`src/pkg/fp_break_pkg.sv`:
```
// Shared constants for the error and break-event pin logic
package fp_break_pkg;

  // Active-low pin levels
  localparam logic PIN_ASSERTED   = 1'h0;
  localparam logic PIN_DEASSERTED = 1'h1;

  // Reset values
  localparam logic PIN_RESET_LEVEL   = 1'h1;
  localparam logic BREAK_RESET_VALUE = 1'h0;

  // Synchroniser depth for pin inputs
  localparam int unsigned SYNC_STAGES = 2;

  typedef enum logic [1:0] {
    RUN_IDLE,
    STOP_WAIT,
    STOP_BREAK
  } break_state_t;

endpackage

```
`src/hdl/fp_error_break_event_signal.sv`:
```
// Shared floating-point error and pending break-event output pin logic
`timescale 1ns/1ps
module fp_error_break_event_signal (
  input  wire logic clk,
  input  wire logic rst_b,
  input  wire logic stop_clock_request_b,
  input  wire logic debug_probe_request_b,
  input  wire logic float_error_indication,
  input  wire logic break_event_pending,
  output logic      fp_error_break_event_out_b,
  output logic      pending_break_indication,
  output logic      stop_clock_active
);

  ////////////////////////////////////////////////////////////////////////
  // Pin synchronisers: both request pins arrive from outside the clock domain

  localparam int unsigned PIN_COUNT = 2;
  // Depth of the synchroniser, used by the latency checks below
  localparam int SYNC_LAG = fp_break_pkg::SYNC_STAGES;

  logic [PIN_COUNT-1:0] pin_raw_b;
  logic [PIN_COUNT-1:0] pin_sync_b;
  logic                 stop_sync_b;
  logic                 probe_sync_b;

  // Bit 0 is stop-clock, bit 1 is the probe request
  assign pin_raw_b = {debug_probe_request_b, stop_clock_request_b};

  for (genvar i = 0; i < PIN_COUNT; i++) begin : g_sync
    pin_sync #(
      .RESET_LEVEL (fp_break_pkg::PIN_DEASSERTED)
    ) u_sync (
      .clk          (clk),
      .rst_b        (rst_b),
      .pin_in       (pin_raw_b[i]),
      .pin_sync_out (pin_sync_b[i])
    );
  end

  assign stop_sync_b  = pin_sync_b[0];
  assign probe_sync_b = pin_sync_b[1];

  logic stop_on;
  logic probe_on;
  logic break_src;

  assign stop_on   = (stop_sync_b == fp_break_pkg::PIN_ASSERTED);
  assign probe_on  = (probe_sync_b == fp_break_pkg::PIN_ASSERTED);
  // A probe during stop-clock is just another break source
  assign break_src = break_event_pending | probe_on;

  ////////////////////////////////////////////////////////////////////////
  // Break state: latches on a break and only leaves when stop-clock goes away

  // Break decode, shared by the pin and the flag so that they never disagree
  function automatic logic is_break(input fp_break_pkg::break_state_t s);
    return (s == fp_break_pkg::STOP_BREAK);
  endfunction

  fp_break_pkg::break_state_t state_q;
  fp_break_pkg::break_state_t state_d;

  always_comb begin
    state_d = state_q;
    case (state_q)
      fp_break_pkg::RUN_IDLE: begin
        if (stop_on) begin
          state_d = break_src ? fp_break_pkg::STOP_BREAK : fp_break_pkg::STOP_WAIT;
        end
      end
      fp_break_pkg::STOP_WAIT: begin
        if (!stop_on) begin
          state_d = fp_break_pkg::RUN_IDLE;
        end else if (break_src) begin
          state_d = fp_break_pkg::STOP_BREAK;
        end
      end
      fp_break_pkg::STOP_BREAK: begin
        // Sticky: the source may vanish, the pin must not
        if (!stop_on) begin
          state_d = fp_break_pkg::RUN_IDLE;
        end
      end
      default: state_d = fp_break_pkg::RUN_IDLE;
    endcase
  end

  always_ff @(posedge clk or negedge rst_b) begin
    if (!rst_b) begin
      state_q <= fp_break_pkg::RUN_IDLE;
    end else begin
      state_q <= state_d;
    end
  end

  ////////////////////////////////////////////////////////////////////////
  // Shared pin: meaning follows stop-clock

  logic pin_d;
  logic pin_q;
  logic brk_q;
  logic stop_q;

  always_comb begin
    if (is_break(state_d)) begin
      pin_d = fp_break_pkg::PIN_ASSERTED;
    end else if (!stop_on && float_error_indication) begin
      pin_d = fp_break_pkg::PIN_ASSERTED;
    end else begin
      pin_d = fp_break_pkg::PIN_DEASSERTED;
    end
  end

  always_ff @(posedge clk or negedge rst_b) begin
    if (!rst_b) begin
      pin_q  <= fp_break_pkg::PIN_RESET_LEVEL;
      brk_q  <= fp_break_pkg::BREAK_RESET_VALUE;
      stop_q <= 1'h0;
    end else begin
      pin_q  <= pin_d;
      brk_q  <= is_break(state_d);
      stop_q <= stop_on;
    end
  end

  // All three outputs come straight from flops, so the pin never glitches
  assign fp_error_break_event_out_b = pin_q;
  assign pending_break_indication   = brk_q;
  assign stop_clock_active          = stop_q;

  ////////////////////////////////////////////////////////////////////////
  // Checks

  chk_break_holds: assert property (
    @(posedge clk) disable iff (!rst_b)
    (brk_q && stop_on) |=> (brk_q && pin_q == fp_break_pkg::PIN_ASSERTED)
  ) else $error("break indication dropped while stop-clock still active");

  chk_break_release: assert property (
    @(posedge clk) disable iff (!rst_b)
    (brk_q && !stop_on && !float_error_indication) |=> (!brk_q && pin_q == fp_break_pkg::PIN_DEASSERTED)
  ) else $error("break indication not released after stop-clock withdrawn");

  chk_float_error: assert property (
    @(posedge clk) disable iff (!rst_b)
    (!stop_on && float_error_indication) |=> (pin_q == fp_break_pkg::PIN_ASSERTED)
  ) else $error("float error not reported while running");

  chk_error_masked: assert property (
    @(posedge clk) disable iff (!rst_b)
    (stop_on && float_error_indication && !break_src && !brk_q) |=> (pin_q == fp_break_pkg::PIN_DEASSERTED)
  ) else $error("float error leaked onto pin during stop-clock");

  chk_break_pending: assert property (
    @(posedge clk) disable iff (!rst_b)
    (stop_on && break_event_pending) |=> (pin_q == fp_break_pkg::PIN_ASSERTED && brk_q)
  ) else $error("pending break not reported during stop-clock");

  chk_probe_break: assert property (
    @(posedge clk) disable iff (!rst_b)
    (stop_on && probe_on) |=> brk_q
  ) else $error("probe request during stop-clock not treated as break");

  chk_probe_running: assert property (
    @(posedge clk) disable iff (!rst_b)
    (!stop_on && $past(!stop_on)) |-> !brk_q
  ) else $error("break indicated while stop-clock inactive");

  chk_pin_idle: assert property (
    @(posedge clk) disable iff (!rst_b)
    (!stop_on && !float_error_indication) |=> (pin_q == fp_break_pkg::PIN_DEASSERTED)
  ) else $error("pin asserted with no cause");

  // Latency checks start once reset has been gone for a full synchroniser depth
  chk_stop_sync_lag: assert property (
    @(posedge clk) disable iff (!rst_b)
    $past(rst_b, SYNC_LAG) |->
      (stop_sync_b == $past(stop_clock_request_b, SYNC_LAG))
  ) else $error("stop-clock synchroniser latency or polarity wrong");

  chk_probe_sync_lag: assert property (
    @(posedge clk) disable iff (!rst_b)
    $past(rst_b, SYNC_LAG) |->
      (probe_sync_b == $past(debug_probe_request_b, SYNC_LAG))
  ) else $error("probe synchroniser latency or polarity wrong");

  chk_pin_has_cause: assert property (
    @(posedge clk) disable iff (!rst_b)
    (pin_q == fp_break_pkg::PIN_ASSERTED) |->
      (brk_q || $past(!stop_on && float_error_indication))
  ) else $error("pin asserted with neither a break nor a running error");

  chk_break_needs_stop: assert property (
    @(posedge clk) disable iff (!rst_b)
    brk_q |-> $past(stop_on)
  ) else $error("break indicated without stop-clock in the cycle before");

  chk_flag_matches_pin: assert property (
    @(posedge clk) disable iff (!rst_b)
    brk_q |-> (pin_q == fp_break_pkg::PIN_ASSERTED)
  ) else $error("break flag set while the pin is released");

  chk_probe_ignored: assert property (
    @(posedge clk) disable iff (!rst_b)
    (!stop_on && probe_on && !float_error_indication) |=> (!brk_q && pin_q == fp_break_pkg::PIN_DEASSERTED)
  ) else $error("probe request acted on while stop-clock inactive");

  chk_wait_no_break: assert property (
    @(posedge clk) disable iff (!rst_b)
    (stop_on && !break_src && !brk_q) |=> !brk_q
  ) else $error("break indicated during stop-clock with no source");

  chk_error_at_release: assert property (
    @(posedge clk) disable iff (!rst_b)
    (brk_q && !stop_on && float_error_indication) |=> (!brk_q && pin_q == fp_break_pkg::PIN_ASSERTED)
  ) else $error("float error lost when stop-clock withdrawn after a break");

endmodule

```
`src/hdl/pin_sync.sv`:
```
// Two-flop synchroniser for one asynchronous pin input
`timescale 1ns/1ps
module pin_sync #(
  parameter logic RESET_LEVEL = 1'h1
) (
  input  wire logic clk,
  input  wire logic rst_b,
  input  wire logic pin_in,
  output logic      pin_sync_out
);

  logic meta_q;
  logic sync_q;

  // The first stage feeds only the second stage
  always_ff @(posedge clk or negedge rst_b) begin
    if (!rst_b) begin
      meta_q <= RESET_LEVEL;
      sync_q <= RESET_LEVEL;
    end else begin
      meta_q <= pin_in;
      sync_q <= meta_q;
    end
  end

  assign pin_sync_out = sync_q;

endmodule

```
`config.mk`:
```
export PLATFORM = sky130hd
export DESIGN_NAME = fp_error_break_event_signal
export DESIGN_NICKNAME = d
export VERILOG_FILES = /design/src/pkg/fp_break_pkg.sv /design/src/hdl/fp_error_break_event_signal.sv /design/src/hdl/pin_sync.sv
export SDC_FILE = /design/constraint.sdc
export NUM_CORES = 1
export LEC_CHECK = 0
export BUFFER_PORTS_ARGS = -buffer_cell sky130_fd_sc_hd__buf_2
export CAP_MARGIN = 25
export CORE_AREA = 2 2 39 41
export DETAILED_ROUTE_END_ITERATION = 8
export DIE_AREA = 0 0 41 43
export PLACE_DENSITY = 0.37
export SETUP_SLACK_MARGIN = 0.3
export SYNTH_ARGS = -nofsm -noshare
export SYNTH_HDL_FRONTEND = slang
export SYNTH_HIERARCHICAL = 1
export SYNTH_SLANG_ARGS = --single-unit
```
`constraint.sdc`:
```
create_clock -name clk -period 2.7 [get_ports clk]
set_input_delay 0.27 -clock clk [delete_from_list [all_inputs] [get_ports clk]]
set_output_delay 0.27 -clock clk [all_outputs]
set_load 0.005 [all_outputs]
```
-- After elaboration in Yosys (flattened, before gate mapping)
Cells that the tools add are included.
- reduce and logical (&&, ||, !) cells: 2
- eq/ne operators: 3
- bitwise operators: 3
- muxes and demuxes: 8
- operators with widths (kind ; number):
    2-bit two-way mux ; 5
    2-bit one-hot mux with 3 select lines ; 1
    2-bit equality test (second input constant) ; 2
    2-bit by 1-bit equality test with 1-bit output (second input constant) ; 1
    2-bit zero test ; 1
    1-bit two-way mux ; 2
    1-bit inverter ; 2
    1-bit logical AND ; 1
    1-bit OR ; 1
- word-level logic and storage cells: 24
- register bits: 9
- input port bits: 6

-- Logic depth before layout (Yosys ltp)
Gate-level depths: netlist of the first run.
- depth after elaboration: 7
- mapped depth: 2

-- Cells and area by module
The synthesis of the first run kept the hierarchy.
- modules (own cells, without submodules) (module ; area each (um^2) ; seq. area each (um^2) ; cells an instance ; instances):
    fp_error_break_event_signal ; 181.4 ; 126.4 ; 12 ; 1
    pin_sync ; 52.6 ; 52.6 ; 2 ; 2

-- Worst setup path before layout of the first run
No wires, ideal clock.
- path kind: flip-flop to flip-flop
- start: reg g_sync[1].u_sync.sync_q
- end: reg pin_q (netlist: fp_error_break_event_out_b)
- stages on the path, launching flop included: 3
- path buffers: 0
- arrival: 858 ps
- setup slack: 1774 ps
- period minus slack after synthesis: 926 ps
- cell sequence: dfstp_2 nor3b_2 a2bb2oi_2
- cells in the longest elaborated chain, start to end: 7
- RTL lines (item ; RTL line ; text):
    start, declared ; pin_sync.sv:13 ; logic sync_q;
    start signal, assigned ; pin_sync.sv:22 ; sync_q <= meta_q;
    1-bit inverter * ; fp_error_break_event_signal.sv:49 ; assign probe_on = (probe_sync_b == fp_break_pkg::PIN_ASSERTED);
    1-bit OR * ; fp_error_break_event_signal.sv:51 ; assign break_src = break_event_pending | probe_on;
    2-bit two-way mux, on equally long branches ; fp_error_break_event_signal.sv:75, fp_error_break_event_signal.sv:69 ;
    2-bit two-way mux, on equally long branches ; fp_error_break_event_signal.sv:73, fp_error_break_event_signal.sv:68 ;
    2-bit one-hot mux with 3 select lines * ; fp_error_break_event_signal.sv:66 ; case (state_q)
    2-bit equality test * ; fp_error_break_event_signal.sv:58 ; return (s == fp_break_pkg::STOP_BREAK);
    1-bit two-way mux * ; fp_error_break_event_signal.sv:106 ; if (is_break(state_d)) begin
    named net pin_d ; fp_error_break_event_signal.sv:100 ; logic pin_d;
    end signal, assigned ; fp_error_break_event_signal.sv:117 ; pin_q <= fp_break_pkg::PIN_RESET_LEVEL;
    end signal, assigned ; fp_error_break_event_signal.sv:121 ; pin_q <= pin_d;
    end, declared ; fp_error_break_event_signal.sv:101 ; logic pin_q;
Mark *: on every way through the listed nets, which the timed path passes. The rest lies on a longest branch.

-- Worst setup path after layout of the first run
- start: reg pin_q (netlist: fp_error_break_event_out_b)
- end: out fp_error_break_event_out_b
- RTL lines (item ; RTL line ; text):
    end, declared ; fp_error_break_event_signal.sv:10 ; output logic fp_error_break_event_out_b,
No word-level cell between the ends.

==> impl_metrics.yaml, run 1 <==
status:
  status: "finished, final reports clean"
grt:
  antenna_found_initial: 0
  grt_pass1_vias: 165
  grt.overflow.total: 0
  grt_usage: 0.06504
  grt_max_degree: 10
  grt_pass1_wl_um: 676
placed_design:
  port_buffers: 8
  routabilityCongestion: 0.5787
  post_dp_cell_area_um2: 346.6
  placed_cells: 40
  hpwlAfterDp_um: 305.2
  dpl_worst_slack_ns: 1.730
die:
  die_area_um2: 1763
  die_w_um: 41
  fp.coreArea_um2: 1384
  die_y_um: 43
  ioPinCount: 9
  rows: 14
  start_util: 0.2071
timing:
  relSlewSlack: 0.8436
  timing.setup.tns_ns: 0
  finalCriticalPeriod_ns: 1.129
  finalSetupViolations: 0
  setup_ws_ns: 1.571
  hold_ws_ns: 0.1128
  hold_violations: 0
  rsz0062_at_grt: "false"
  worstMarginPinSlew_ns: 0.2335
  slew_violations: 0
  skew_ns: 0.002070
  fmax_mhz: 886.0
  fin_crit_sh: 0.4180
hold_path:
  hold_start: "stop_clock_request_b"
  hp-class: "in2reg"
  holdPathStages: 1
  whs_endpoint: "g_sync[0].u_sync/meta_q"
setup_path:
  rrSetupSlack_ns: 1.73
  worstReg2RegStart: "g_sync[1].u_sync/pin_sync_out"
  r2r-end: "fp_error_break_event_out_b"
  cp-end-kind: "primary output"
  crit_type: "reg2out"
  cpPeakStageDelay_ns: 0.51
  cpMaxStageDelayCell: "dfstp_2"
  worstPathArrival_ns: 0.86
  crit_family: "flip-flops"
  cp.required_ns: 2.43
  cp_max_fo: 1
  path_cells: "buf_2"
  worst-path-buf-inv: 1
  rr_worst_depth: 2
  cp-start-kind: "flip-flop"
layout:
  fin_nets: 36
  n_antenna_cell: 0
  drive_gt1_frac: 0.6207
  final_util: 0.2767
  instances_no_fill: 45
  nFillCells: 153
  areaGrowthSynthToFinish_pct: 33.62
  stdcell_area_um2: 382.9
yosys:
  synth_area_leaders: "dfstp_2 46%, dfrtp_1 35%, a2bb2oi_2 5.2%, nor3b_2 4.4%, nor4b_1 3.1%"
  netlist_instances: 16
  yosys_register_bits: 9
  yosysWarnings: 6
  synth_top_area_share: 0.4585
  synth.most_common_cell: "dfstp_2"
  synth_common_cells: "5 x dfstp_2, 4 x dfrtp_1, 2 x nor2_1"
  syn-cell-area_um2: 286.5
  ys.flop_type: "dfstp_2"
  yosysTopAreaCell: "dfstp_2"
  syn-num-nets: 22
  synth_edf_count: 0
  synth_area_per_cell_um2: 17.91
  synth.distinct_cells: 8
  synthArstFlopShare: 1.000
  ys_seq_area_frac: 0.8079
power_and_ir_drop:
  p_leak_nw: 0.1792
  peakVddDrop_mv: 0.2091
  total_power_mw: 0.2653
  p_per_area_nw_per_um2: 693.0
drt:
  wl_per_cell_um: 8.933
  topRoutingLayerUsed: "met3"
  drt-total-wl_um: 402
  dr.pass1.iters: 1
  wl_met1_um: 154
  route.met2.wl_um: 208
  drc: 0
  antenna_left: 0
  vias_per_cell: 3.622
  vias: 163
  drt_iter0_drc: 0
  dr_wl_met3_um: 38
cts:
  clk_latency_ns: 0.25
  cts_sinks: 9
  cts_buffers: 3
  cts_resized: 0
  clockBufferDepth: 2
  cts_tree: "built"
  htree_levels: 1
  cts_root_buf: "clkbuf_4"
  path_clk_slew_ns: 0.06
job:
  drv_cap: 0
how the worst max path moves through the flow:
| stage | start | to | slack [ns] | cells after the start |
|---|---|---|---|---|
| 5_1_grt | fp_error_break_event_out_b | fp_error_break_event_out_b | 1.53 | 1 |
| 2_1_floorplan | g_sync[1].u_sync/pin_sync_out | fp_error_break_event_out_b | 1.77 | 2 |
| 3_3_place_gp | g_sync[1].u_sync/pin_sync_out | fp_error_break_event_out_b | 1.73 | 2 |
| 6_report | fp_error_break_event_out_b | fp_error_break_event_out_b | 1.57 | 1 |
| 3_5_place_dp | g_sync[1].u_sync/pin_sync_out | fp_error_break_event_out_b | 1.73 | 2 |
| 4_1_cts | fp_error_break_event_out_b | fp_error_break_event_out_b | 1.55 | 1 |
power by group:
group,switching [mW],internal (mW)
sequential,0.00333,0.146
clock,0.0422,0.0566
combinational,0.00784,0.00939
flip-flops by register name, indices dropped and copies added, names as in the netlist:
name	flops
stop_clock_active	1
g_sync.u_sync/meta_q	2
fp_error_break_event_out_b	1
pending_break_indication	1
g_sync.u_sync/pin_sync_out	2
state_q	2
cells in the final DEF, fill, tap and decap left out, drive strengths merged:
cell	instances
buf	8
dfstp	5
dfrtp	4
clkbuf	4
nor2	2
nor4b	1
nor3b	1
a21o	1
inv	1
a2bb2oi	1
dlygate4sd3	1
repair_timing:
| action | in CTS | in global routing |
|---|---|---|
| setup buffers | 0 | 0 |
| hold buffers | 1 | 0 |
| endpoints found under the hold margin | 4 | 0 |
per-layer routing:
| metal | GRT usage | vias to the layer above |
|---|---|---|
| met5 | 0 | - |
| met4 | 0.06000 | 0 |
| met3 | 0.04712 | 0 |
| met2 | 0.09063 | 7 |
| met1 | 0.05686 | 77 |
| li1 | - | 79 |
kinds of logic (layout without fill, tap and decap cells):
family                 after synthesis  after routing  share of synthesized area
AO/OA/AOI/OAI                        2              2                    0.07860
buffers and inverters                1             14                    0.01309
flip-flops                           9              9                     0.8079
AND/OR/NAND/NOR                      4              4                     0.1004
area by class of cell:
cell class	count	area, um2	area share
clock buffers	4	26.28	0.06863
flip-flops and latches	9	231.5	0.6046
inverters	1	3.754	0.009804
multi-input cells	6	51.30	0.1340
repair buffers	9	50.05	0.1307
well taps	16	20.02	0.05229
(Power assumes the default switching activity.)
==> run 2, diff against run 1 <==
Settings changed: PLACE_DENSITY 0.37 to 0.39.
Clock period 2.7 ns to 1 ns, I/O delays scaled along.
==> impl_metrics.yaml, run 2 (synthesized netlist as in run 1, its figures left out) <==
cts:
  cts_buffers: 3
  htree_levels: 1
  clk_latency_ns: 0.25
  cts_sinks: 9
  cts_tree: "built"
  clockBufferDepth: 2
  cts_root_buf: "clkbuf_4"
  path_clk_slew_ns: 0.06
  cts_setup_buffers: 0
placed_design:
  routabilityCongestion: 0.5778
  post_dp_cell_area_um2: 366.6
  placed_cells: 41
  hpwlAfterDp_um: 337.8
  port_buffers: 8
layout:
  stdcell_area_um2: 436.7
  n_antenna_cell: 0
  fin_nets: 40
  instances_no_fill: 49
  nFillCells: 144
  final_common_cell: "buf_2"
  mostFrequentLayoutCells: "8 x buf_2, 5 x dfstp_2, 4 x dlygate4sd3_1, 4 x dfrtp_1, 3 x clkbuf_4"
  areaGrowthSynthToFinish_pct: 52.40
  drive_gt1_frac: 0.6364
drt:
  drc: 0
  antenna_left: 0
  drt_iter0_drc: 0
  drt-total-wl_um: 461
  wl_per_cell_um: 9.408
  vias: 180
  vias_per_cell: 3.673
  dr.pass1.iters: 1
timing:
  finalSetupViolations: 0
  skew_ns: 0.0005134
  finalCriticalPeriod_ns: 0.9553
  hold_ws_ns: 0.05891
  fmax_mhz: 1047
  fin_crit_sh: 0.9553
  worstMarginPinSlew_ns: 0.2009
  relSlewSlack: 0.8661
  rsz0062_at_grt: "true"
  slew_violations: 0
  hold_violations: 0
status:
  status: "finished, final reports clean"
power_and_ir_drop:
  total_power_mw: 0.7359
  peakVddDrop_mv: 0.6256
  intPower_mw: 0.5867
  pwr-share-seq: 0.550
  power_switching_share: 0.2028
  pwr-share-comb: 0.090
  p_per_area_nw_per_um2: 1685
  clockPowerShare: 0.361
  p_leak_nw: 0.1998
  power.switching_mw: 0.1492
hold_path:
  whs_endpoint: "state_q[0]"
  hp-class: "in2reg"
  holdPathStages: 2
  hold_start: "break_event_pending"
die:
  die_y_um: 43
  start_util: 0.2071
  die_area_um2: 1763
  fp.coreArea_um2: 1384
  ioPinCount: 9
  rows: 14
  die_w_um: 41
setup_path:
  cp-start-kind: "flip-flop"
  cpPeakStageDelay_ns: 0.51
  cpMaxStageDelayCell: "dfstp_2"
  crit_family: "flip-flops"
  cp_max_fo: 1
  worst-path-buf-inv: 1
  rr_worst_depth: 2
  worstReg2RegStart: "g_sync[1].u_sync/pin_sync_out"
  cp-end-kind: "primary output"
  r2r-end: "fp_error_break_event_out_b"
  crit_type: "reg2out"
  worstPathArrival_ns: 0.86
  path_cells: "buf_2"
  rrSetupSlack_ns: 0.05
  cp.required_ns: 0.90
job:
  drv_cap: 0
grt:
  grt_max_degree: 10
  grt_usage: 0.08028
  grt_pass1_vias: 189
  antenna_found_initial: 0
  grt_pass1_wl_um: 834
  grt.overflow.total: 0
run 2: changes by cell type in the layout (fill, tap and decap cells not counted), sizes merged:
cell         change
buf              +1
dlygate4sd3      +3
run 2: how the worst max path moves through the flow:
stage / start / endpoint / slack, ns / depth (start not counted)
2_1_floorplan: g_sync[1].u_sync/pin_sync_out / fp_error_break_event_out_b / 0.1 / 2
4_1_cts: fp_error_break_event_out_b / fp_error_break_event_out_b / 0.03 / 1
3_3_place_gp: g_sync[1].u_sync/pin_sync_out / fp_error_break_event_out_b / 0.05 / 2
3_5_place_dp: g_sync[1].u_sync/pin_sync_out / fp_error_break_event_out_b / 0.06 / 2
6_report: fp_error_break_event_out_b / fp_error_break_event_out_b / 0.04 / 1
5_1_grt: g_sync[1].u_sync/pin_sync_out / fp_error_break_event_out_b / -0.007 / 2
run 2: per-layer routing:
layer	global-route usage	up-vias	wire, um
li1	-	87	-
met1	0.07692	85	184
met2	0.1094	6	236
met3	0.04712	2	36
met4	0.08000	0	4
met5	0	-	0
run 2: area by class of cell:
| type | count | area, um2 | area share |
|---|---|---|---|
| inverter | 1 | 3.754 | 0.008596 |
| multi-input combinational | 6 | 63.81 | 0.1461 |
| timing repair buffer | 13 | 91.34 | 0.2092 |
| tap | 16 | 20.02 | 0.04585 |
| sequential | 9 | 231.5 | 0.5301 |
| clock buffer | 4 | 26.28 | 0.06017 |
run 2: per-stage QoR:
step	setup TNS [ns]	worst slack [ns]	utilization
after floorplan	0	0.09705	-
after global placement	0	0.04944	0.2649
after detailed placement	0	0.05878	0.2649
after CTS	0	0.02775	0.3156
after global routing	-0.007430	-0.007430	0.3156
final	0	0.04469	0.3156
run 2: timing repair:
action	4_1_cts	5_1_grt
setup endpoints to repair	8	8
hold endpoints to repair	12	0
resized for setup	2	0
pin swaps	3	2
hold buffers	4	0
run 2: power by group through the flow:
stage	clock, mW	sequential (mW)	combinational (mW)
after floorplan	0	0.411	0.0187
after global placement	0	0.409	0.0536
after detailed placement	0	0.410	0.0540
after CTS	0.285	0.405	0.0680
after global routing	0.316	0.407	0.0732
final	0.265	0.404	0.0660
==> run 3, diff against run 2 <==
Settings changed: RECOVER_POWER set to 100.
==> impl_metrics.yaml, run 3 (synthesized netlist as in run 1, its figures left out) <==
grt:
  grt_pass1_vias: 189
  antenna_found_initial: 0
  grt_pass1_wl_um: 834
  grt.overflow.total: 0
  grt_usage: 0.08028
  grt_max_degree: 10
timing:
  finalSetupViolations: 0
  worstMarginPinSlew_ns: 0.4796
  skew_ns: 0.0004666
  fin_crit_sh: 0.9554
  hold_ws_ns: 0.06235
  rsz0062_at_grt: "true"
  fmax_mhz: 1047
  relSlewSlack: 0.6803
  slew_violations: 0
  finalCriticalPeriod_ns: 0.9554
  hold_violations: 0
cts:
  htree_levels: 1
  clk_latency_ns: 0.25
  cts_setup_buffers: 0
  path_clk_slew_ns: 0.06
  cts_root_buf: "clkbuf_4"
  cts_buffers: 3
  cts_tree: "built"
  cts_sinks: 9
  clockBufferDepth: 2
setup_path:
  cp-end-kind: "primary output"
  rrSetupSlack_ns: 0.05
  cpMaxStageDelayCell: "dfstp_2"
  worst-path-buf-inv: 1
  cpPeakStageDelay_ns: 0.51
  crit_family: "flip-flops"
  cp.required_ns: 0.90
  cp_max_fo: 1
  rr_worst_depth: 2
  worstPathArrival_ns: 0.86
  worstReg2RegStart: "g_sync[1].u_sync/pin_sync_out"
  cp-start-kind: "flip-flop"
  r2r-end: "fp_error_break_event_out_b"
  path_cells: "buf_2"
  crit_type: "reg2out"
power_and_ir_drop:
  peakVddDrop_mv: 0.6202
  intPower_mw: 0.5809
  p_per_area_nw_per_um2: 1716
  clockPowerShare: 0.364
  pwr-share-seq: 0.553
  power_switching_share: 0.2042
  power.switching_mw: 0.1490
  p_leak_nw: 0.1858
  pwr-share-comb: 0.084
drt:
  vias_per_cell: 3.673
  drc: 0
  drt-total-wl_um: 464
  dr.pass1.iters: 1
  vias: 180
  drt_iter0_drc: 0
  wl_per_cell_um: 9.469
  antenna_left: 0
layout:
  drive_gt1_frac: 0.4848
  areaGrowthSynthToFinish_pct: 48.47
  n_antenna_cell: 0
  multi_input_area_um2: 63.81
  final_util: 0.3074
  mostFrequentLayoutCells: "5 x clkbuf_1, 5 x buf_2, 4 x dfstp_2, 4 x dlygate4sd3_1, 4 x dfrtp_1"
  register_area_um2: 231.5
  fin_nets: 40
  nFillCells: 147
die:
  fp.coreArea_um2: 1384
  start_util: 0.2071
  die_y_um: 43
  ioPinCount: 9
  rows: 14
  die_w_um: 41
  die_area_um2: 1763
placed_design:
  port_buffers: 8
  hpwlAfterDp_um: 337.8
  routabilityCongestion: 0.5778
job:
  drv_cap: 0
status:
  status: "finished, final reports clean"
hold_path:
  hold_start: "break_event_pending"
  hp-class: "in2reg"
  whs_endpoint: "state_q[0]"
  holdPathStages: 2
-- run 3: area by class of cell --
| class | count | share of cell area |
|---|---|---|
| Timing Repair Buffer | 13 | 0.1882 |
| Sequential cell | 9 | 0.5441 |
| Multi-Input combinational cell | 6 | 0.1500 |
| Inverter | 1 | 0.008824 |
| Tap cell | 16 | 0.04706 |
| Clock buffer | 4 | 0.06176 |
-- run 3: worst max path at each step --
stage                             startpoint                         end  slack, ns  depth (start not counted)
5_1_grt        g_sync[1].u_sync/pin_sync_out  fp_error_break_event_out_b     -0.007                          2
3_5_place_dp   g_sync[1].u_sync/pin_sync_out  fp_error_break_event_out_b       0.06                          2
2_1_floorplan  g_sync[1].u_sync/pin_sync_out  fp_error_break_event_out_b        0.1                          2
6_report          fp_error_break_event_out_b  fp_error_break_event_out_b       0.04                          1
3_3_place_gp   g_sync[1].u_sync/pin_sync_out  fp_error_break_event_out_b       0.05                          2
4_1_cts           fp_error_break_event_out_b  fp_error_break_event_out_b       0.03                          1
-- run 3: what timing repair did --
action                                 4_1_cts  5_1_grt
endpoints found under the hold margin       12        0
setup endpoints to repair                    8        8
pin swaps                                    3        2
hold buffers                                 4        0
gates resized for setup                      2        0
-- run 3: power groups by stage --
stage / clock network, mW / logic (mW) / registers (mW)
final: 0.265 / 0.0612 / 0.403
after global routing: 0.316 / 0.0681 / 0.406
after CTS: 0.285 / 0.0680 / 0.405
after detailed placement: 0 / 0.0540 / 0.410
after global placement: 0 / 0.0536 / 0.409
after floorplan: 0 / 0.0187 / 0.411
-- run 3: routing by layer --
| layer | part of all wire | routed length (um) | up-vias | track usage |
|---|---|---|---|---|
| met2 | 0.51 | 236 | 6 | 0.1094 |
| met3 | 0.082 | 38 | 2 | 0.04712 |
| met1 | 0.40 | 185 | 85 | 0.07692 |
| met4 | 0.0086 | 4 | 0 | 0.08000 |
| met5 | 0 | 0 | - | 0 |
| li1 | - | - | 87 | - |
-- run 3: per-stage QoR --
| step | instance area (um2) | cells | TNS (ns) | worst slack (ns) | total power [mW] |
|---|---|---|---|---|---|
| CTS | 436.7 | 49 | 0 | 0.02775 | 0.7583 |
| finish | 425.4 | 49 | 0 | 0.04464 | 0.7299 |
| global route | 425.4 | 49 | -0.007430 | -0.007430 | 0.7902 |
| detailed placement | 366.6 | 41 | 0 | 0.05878 | 0.4642 |
| floorplan | 299.0 | 16 | 0 | 0.09705 | 0.4301 |
| global placement | 366.6 | 41 | 0 | 0.04944 | 0.4624 |
